==> src/common/sfd_defines.vh <==
// Constants for the stepper fault supervision block
`ifndef SFD_DEFINES_VH
`define SFD_DEFINES_VH
// Short check delay and blanking, in ns, and cycle counts at 100 MHz
`define SFD_CLK_PERIOD_NS 10
`define SFD_BLANK_NS 1400
`define SFD_SHORT_CHECK_DELAY_NS 500
`define SFD_MINON_CYC ((`SFD_BLANK_NS + `SFD_SHORT_CHECK_DELAY_NS + `SFD_CLK_PERIOD_NS - 1) / `SFD_CLK_PERIOD_NS)
`define SFD_CNT_W 8
// Translator Home position and one microstep increment
`define SFD_HOME_POS 5'h00
`define SFD_STEP_ONE 5'h01
// Number of bridge phases
`define SFD_PHASES 2
// Low-load threshold in percent of peak trip current
`define SFD_LOW_LOAD_PCT 7'd35
// Fault flag codes {one_n, two_n}, active low
`define SFD_CODE_NONE 2'b11
`define SFD_CODE_SHORT 2'b10
`define SFD_CODE_LOWLOAD 2'b01
`define SFD_CODE_SUPPLY 2'b00
// Bridge drive modes
`define SFD_DRV_OFF 2'b00
`define SFD_DRV_ON 2'b01
`define SFD_DRV_SAFE 2'b10
`endif

==> src/rtl/sfd_short_retry.v <==
// Per-phase short-circuit sampling and retry at each step
`timescale 1ns/1ps
`include "sfd_defines.vh"
module sfd_short_retry (
    // Clock and reset
    input wire sys_clk,
    input wire rst,
    // Control
    input wire step_pulse,
    input wire run,
    input wire short_sense,
    // Status
    output reg phase_off_r,
    output reg short_seen_r
);
    reg [`SFD_CNT_W-1:0] blank_cnt_r;

    // Blanking count, sampling, and lock-off until next step
    always @(posedge sys_clk or posedge rst) begin
        if (rst) begin
            blank_cnt_r <= {`SFD_CNT_W{1'b0}};
            phase_off_r <= 1'b0;
            short_seen_r <= 1'b0;
        end else if (!run) begin
            blank_cnt_r <= {`SFD_CNT_W{1'b0}};
            phase_off_r <= 1'b0;
            short_seen_r <= 1'b0;
        end else if (step_pulse) begin
            phase_off_r <= 1'b0;
            blank_cnt_r <= {`SFD_CNT_W{1'b0}};
        end else if (!phase_off_r) begin
            if (blank_cnt_r < `SFD_MINON_CYC) begin
                blank_cnt_r <= blank_cnt_r + 1'b1;
            end else if (short_sense) begin
                phase_off_r <= 1'b1;
                short_seen_r <= 1'b1;
            end else begin
                short_seen_r <= 1'b0;
            end
        end
    end
endmodule

==> src/rtl/sfd_low_load.v <==
// Low-load detection at the Home microstep position
`timescale 1ns/1ps
`include "sfd_defines.vh"
module sfd_low_load (
    // Clock and reset
    input wire sys_clk,
    input wire rst,
    // Control
    input wire preset,
    input wire step_rise,
    input wire at_home,
    input wire [6:0] phase_a_pct,
    input wire [6:0] phase_b_pct,
    // Status
    output reg low_load_r
);
    reg home_low_r;
    wire both_ok;

    assign both_ok = (phase_a_pct > `SFD_LOW_LOAD_PCT) && (phase_b_pct > `SFD_LOW_LOAD_PCT);

    // Verdict measured at Home, reported on the next step edge
    always @(posedge sys_clk or posedge rst) begin
        if (rst) begin
            home_low_r <= 1'b1;
            low_load_r <= 1'b1;
        end else if (preset) begin
            home_low_r <= 1'b1;
            low_load_r <= 1'b1;
        end else begin
            if (at_home) begin
                home_low_r <= !both_ok;
            end
            // Flag only updates at Home, so it holds between visits
            if (step_rise && at_home) begin
                low_load_r <= home_low_r;
            end
        end
    end
endmodule

==> src/rtl/sfd_top.v <==
// Fault supervision of a microstepping bipolar motor driver
`timescale 1ns/1ps
`include "sfd_defines.vh"
module sfd_top (
    // Clock and reset
    input wire sys_clk,
    input wire rst,
    // Host controls
    input wire step_in,
    input wire dir_in,
    input wire sleep_n,
    // Analog monitor results
    input wire main_overvoltage,
    input wire regulator_undervoltage,
    input wire logic_undervoltage,
    input wire over_temp,
    input wire short_sense_a,
    input wire short_sense_b,
    input wire [6:0] phase_a_pct,
    input wire [6:0] phase_b_pct,
    // Fault flags, active low
    output reg fault_flag_one_n,
    output reg fault_flag_two_n,
    // Bridge drive state
    output reg [1:0] bridge_a_mode_r,
    output reg [1:0] bridge_b_mode_r,
    output reg [4:0] microstep_r
);
    localparam ST_SLEEP = 2'b00;
    localparam ST_RUN = 2'b01;
    localparam ST_UV = 2'b10;

    reg [1:0] state_r;
    reg [1:0] state_nxt;
    reg step_d_r;
    reg preset_r;
    wire step_rise;
    wire run;
    wire at_home;
    wire off_a;
    wire off_b;
    wire sc_a;
    wire sc_b;
    wire [`SFD_PHASES-1:0] sense_v;
    wire [`SFD_PHASES-1:0] off_v;
    wire [`SFD_PHASES-1:0] sc_v;
    wire low_load;
    wire uv;
    wire [1:0] code;

    assign uv = regulator_undervoltage | logic_undervoltage;
    assign step_rise = step_in & ~step_d_r;
    assign run = (state_r == ST_RUN);
    assign at_home = (microstep_r == `SFD_HOME_POS);

    // Phase sense gathered into a vector for the per-phase loop
    assign sense_v = {short_sense_b, short_sense_a};
    assign off_a = off_v[0];
    assign off_b = off_v[1];
    assign sc_a = sc_v[0];
    assign sc_b = sc_v[1];

    // Power state sequencing
    always @* begin
        case (state_r)
            ST_SLEEP: state_nxt = !sleep_n ? ST_SLEEP : (uv ? ST_UV : ST_RUN);
            ST_RUN: state_nxt = uv ? ST_UV : (!sleep_n ? ST_SLEEP : ST_RUN);
            ST_UV: state_nxt = uv ? ST_UV : (!sleep_n ? ST_SLEEP : ST_RUN);
            default: state_nxt = ST_SLEEP;
        endcase
    end

    // State, step edge, and preset on entering run
    always @(posedge sys_clk or posedge rst) begin
        if (rst) begin
            state_r <= ST_SLEEP;
            step_d_r <= 1'b0;
            preset_r <= 1'b1;
        end else begin
            state_r <= state_nxt;
            step_d_r <= step_in;
            preset_r <= !run;
        end
    end

    // Translator position; Home held outside run
    always @(posedge sys_clk or posedge rst) begin
        if (rst) begin
            microstep_r <= `SFD_HOME_POS;
        end else if (!run) begin
            microstep_r <= `SFD_HOME_POS;
        end else if (step_rise) begin
            if (dir_in) begin
                microstep_r <= microstep_r + `SFD_STEP_ONE;
            end else begin
                microstep_r <= microstep_r - `SFD_STEP_ONE;
            end
        end
    end

    // One short sampler per bridge phase; each locks only its own phase
    genvar ph;
    generate
        for (ph = 0; ph < `SFD_PHASES; ph = ph + 1) begin : gen_phase
            sfd_short_retry u_short (
                .sys_clk(sys_clk),
                .rst(rst),
                .step_pulse(step_rise),
                .run(run),
                .short_sense(sense_v[ph]),
                .phase_off_r(off_v[ph]),
                .short_seen_r(sc_v[ph])
            );
        end
    endgenerate

    sfd_low_load u_low_load (
        .sys_clk(sys_clk),
        .rst(rst),
        .preset(preset_r),
        .step_rise(step_rise),
        .at_home(at_home),
        .phase_a_pct(phase_a_pct),
        .phase_b_pct(phase_b_pct),
        .low_load_r(low_load)
    );

    // Fault class priority: supply, short, low-load
    assign code = (main_overvoltage | uv | state_r == ST_UV) ? `SFD_CODE_SUPPLY :
                  (sc_a | sc_b) ? `SFD_CODE_SHORT :
                  (low_load | preset_r) ? `SFD_CODE_LOWLOAD :
                  `SFD_CODE_NONE;

    // Registered flags and bridge modes
    always @(posedge sys_clk or posedge rst) begin
        if (rst) begin
            fault_flag_one_n <= 1'b0;
            fault_flag_two_n <= 1'b0;
            bridge_a_mode_r <= `SFD_DRV_OFF;
            bridge_b_mode_r <= `SFD_DRV_OFF;
        end else begin
            fault_flag_one_n <= code[1];
            fault_flag_two_n <= code[0];
            if (main_overvoltage) begin
                bridge_a_mode_r <= `SFD_DRV_SAFE;
                bridge_b_mode_r <= `SFD_DRV_SAFE;
            end else if (!run || uv || over_temp) begin
                bridge_a_mode_r <= `SFD_DRV_OFF;
                bridge_b_mode_r <= `SFD_DRV_OFF;
            end else begin
                // Open load keeps drive on
                bridge_a_mode_r <= off_a ? `SFD_DRV_OFF : `SFD_DRV_ON;
                bridge_b_mode_r <= off_b ? `SFD_DRV_OFF : `SFD_DRV_ON;
            end
        end
    end
endmodule

==> config.mk <==
export PLATFORM = sky130hd
export DESIGN_NAME = sfd_top
export DESIGN_NICKNAME = d
export VERILOG_FILES = /design/src/rtl/sfd_short_retry.v /design/src/rtl/sfd_low_load.v /design/src/rtl/sfd_top.v
export VERILOG_INCLUDE_DIRS = /design/src /design/src/common
export SDC_FILE = /design/constraint.sdc
export NUM_CORES = 1
export LEC_CHECK = 0
export BUFFER_PORTS_ARGS = -buffer_cell sky130_fd_sc_hd__buf_4
export CAP_MARGIN = 20
export CORE_MARGIN = 2
export CORE_UTILIZATION = 45
export CTS_BUF_LIST = sky130_fd_sc_hd__clkbuf_4
export DETAILED_ROUTE_END_ITERATION = 10
export PLACE_DENSITY = 0.71
export RECOVER_POWER = 25
export SYNTH_ARGS = -nofsm -noshare
export SYNTH_HDL_FRONTEND = slang
export SYNTH_SLANG_ARGS = --single-unit
==> constraint.sdc <==
create_clock -name sys_clk -period 1.6 [get_ports sys_clk]
set_clock_uncertainty 0.15 [all_clocks]
set_input_delay 0.16 -clock sys_clk [delete_from_list [all_inputs] [get_ports sys_clk]]
set_output_delay 0.16 -clock sys_clk [all_outputs]
set_load 0.01 [all_outputs]
==> run_results.csv <==
group,metric,value,unit
critical_path,r2r_slack,-0.04,ns
cells_and_area,final_area,2530,sq um
sta,min_period,1.64,ns
grt,grt_pass1_vias,1580,
sta,hold_viol_final,0,
sta,max_freq,610,MHz
critical_path,startpoint_type,"flip-flop",
cells_and_area,mostFrequentLayoutCell,"buf_4",
logic_synthesis,synth_cell_types,45,
logic_synthesis,syn_nets,226,
min_path,hp-class,"input pin to flip-flop",
logic_synthesis,synth_area_leaders,"dfrtp_1 44%, ha_1 6.0%, nor2_1 4.8%",
logic_synthesis,synth-seq-area-share,0.481,
critical_path,startpoint,"microstep_r[1]",
placement,postPlaceCellArea,2300,sq um
sta,slew_violations,0,
die,die_height,68.6,um
grt,grt_max_degree,37,
power,totalPowerFinal,0.00179,W
detailed_routing,ant_nets,0,
placement,gp_congestion,0.865,
placement,place_ws,-0.0536,ns
die,core,4000,sq um
critical_path,rr_endpoint,"u_low_load.low_load_r",
cts,clock_latency,0.35,ns
logic_synthesis,synth.avg_cell_area,9.84,sq um
logic_synthesis,yosysTopAreaCell,"dfrtp_1",
cts,cts-root-buf,"clkbuf_4",
logic_synthesis,synth-edff-count,0,
grt,grt.overflow.total,0,
die,start_util,0.470,
die,top_level_ports,36,
status,status,"finished with violations",
cts,cts.clk_slew.worst_paths,0.10,ns
sta,worst_slack,-0.0397,ns
grt,grt_pass1_wl,6730,um
critical_path,critPathArrivalTime,1.77,ns
sta,worst_pin_slew,0.887,ns
critical_path,r2r_cells,4,
sta,finalSetupViolCount,1,
power,ir_drop,574,uV
logic_synthesis,synthArstFlopShare,1.00,
cts,cts_buffers,5,
power,p_leak,1.17,nW
power,powerDensity,707,nW/um^2
grt,antenna_found_initial,0,
cells_and_area,diodes,0,
cells_and_area,layout_common_cells,"52 x buf_4, 30 x dfrtp_1, 24 x nor2_1",
die,rows,23,
die,dieArea,4710,sq um
detailed_routing,wl_per_cell,13.1,um
placement,port_buffers,31,
grt,grtUsageTotal,0.197,
flow_run,cap_viol_max_count,0,
detailed_routing,wirelength,4060,um
critical_path,cp.required,1.73,ns
status,violations,"setup timing",
detailed_routing,dr.first_iter.drc_count,46,
sta,timing.slew.headroom,0.409,
critical_path,cp-end-kind,"flip-flop",
cells_and_area,syn_to_final_growth,34.8,%
logic_synthesis,syn_area,1880,sq um
cts,htree_levels,2,
detailed_routing,avgViaCountPerCell,5.29,
logic_synthesis,synth_top_area_share,0.439,
sta,setup_tns,-0.0397,ns
sta,fin_crit_sh,1.02,
logic_synthesis,syn_inst,191,
sta,rsz0062_at_grt,"true",
logic_synthesis,synth_flop_cell,"dfrtp_1",
logic_synthesis,yosysWarnings,0,
cts,clock_path_buffers,2,
logic_synthesis,synth_seq_cells,36,
detailed_routing,via_count,1641,
critical_path,r2r-start,"microstep_r[1]",
detailed_routing,drcViolationCount,0,
die,die_w,68.6,um
cells_and_area,finalNetCount,294,
critical_path,cp_max_fo,4,
critical_path,critical_path.endpoint,"u_low_load.low_load_r",
detailed_routing,dr.pass1.iters,4,
sta,holdWs,0.109,ns
placement,dp_hpwl,2770,um
critical_path,worstSetupPathType,"flip-flop to flip-flop",
cts,tritoncts,"built",
cells_and_area,drive_gt1_frac,0.312,
cts,cts.sinks,36,
## registers in the layout, summed over array words and instances, names as in the netlist
signal and flops:
preset_r 1, u_low_load.home_low_r 1, state_r 2, microstep_r 5, gen_phase.u_short.phase_off_r 2, gen_phase.u_short.short_seen_r 2
bridge_a_mode_r 2, step_d_r 1, gen_phase.u_short.blank_cnt_r 16, u_low_load.low_load_r 1, fault_flag_one_n 1, fault_flag_two_n 1
bridge_b_mode_r 1
## worst min-delay path by stage
stage | startpoint | slack [ns] | end | depth (start not counted)
2_1_floorplan | main_overvoltage | 0.04 | bridge_a_mode_r[1] | 0
3_3_place_gp | step_in | 0.14 | step_d_r | 1
3_5_place_dp | step_in | 0.14 | step_d_r | 1
4_1_cts | phase_a_pct[6] | 0.09 | u_low_load.home_low_r | 4
5_1_grt | phase_a_pct[6] | 0.14 | u_low_load.home_low_r | 4
6_report | phase_a_pct[6] | 0.11 | u_low_load.home_low_r | 4
## final cells by class
class                      instances  area [sq um]
fill                             348          1470
sequential                        36           908
inverter                          10          37.5
clock inverter                     1          3.75
timing repair buffer              65           500
multi-input combinational        141           967
clock buffer                       7          52.6
tap                               50          62.6
## cells in the mapped netlist, types with 3 or more instances
library cell / n
a211oi_1: 6
a21oi_1: 12
a31oi_1: 3
a41o_1: 3
dfrtp_1: 33
dfstp_2: 3
ha_1: 9
inv_1: 10
nand2_1: 17
nand2b_1: 3
nand3_1: 4
nand4_1: 4
nor2_1: 24
nor3_1: 5
nor3b_1: 3
o211ai_1: 4
o21ai_0: 7
or3_1: 4
xnor2_1: 5
xor2_1: 4
## metal layers
metal | global-route usage | vias to the layer above | wire length [um] | share of wire
met2 | 0.333 | 32 | 2010 | 0.49
met1 | 0.229 | 777 | 1800 | 0.44
met5 | 0 | - | 0 | 0
met4 | 0.0875 | 0 | 68 | 0.017
met3 | 0.0601 | 6 | 185 | 0.046
li1 | - | 826 | - | -
## per-stage QoR
step	util	std cells
5_1_grt	0.633	310
3_3_place_gp	0.576	288
3_5_place_dp	0.576	288
2_1_floorplan	-	191
6_report	0.633	310
4_1_cts	0.615	306
## power by group
part / internal (W) / switching, W
clock: 0.000203 / 0.000306
sequential: 0.000945 / 0.0000259
combinational: 0.000160 / 0.000150
## what timing repair did
item | CTS | global route
setup endpoints to repair | 2 | 11
resized for setup | 1 | 14
setup buffers | 1 | 4
endpoints found under the hold margin | 45 | 0
pin swaps | 2 | 2
hold buffers | 9 | 0
## cell families after synthesis
logic type / synth area share
simple gates: 0.200
compound gates: 0.166
flops: 0.481
buf+inv: 0.0346
fa+ha+maj: 0.0706
xor+xnor: 0.0419
mux: 0.00533
## worst max-delay path, stage by stage, from the launching register on
cell and delay, ns:
dfrtp_2 0.45, or4_4 0.54, nor2_4 0.10, a21boi_1 0.06
a311o_1 0.27
Power figures use the tool's default switching activity.
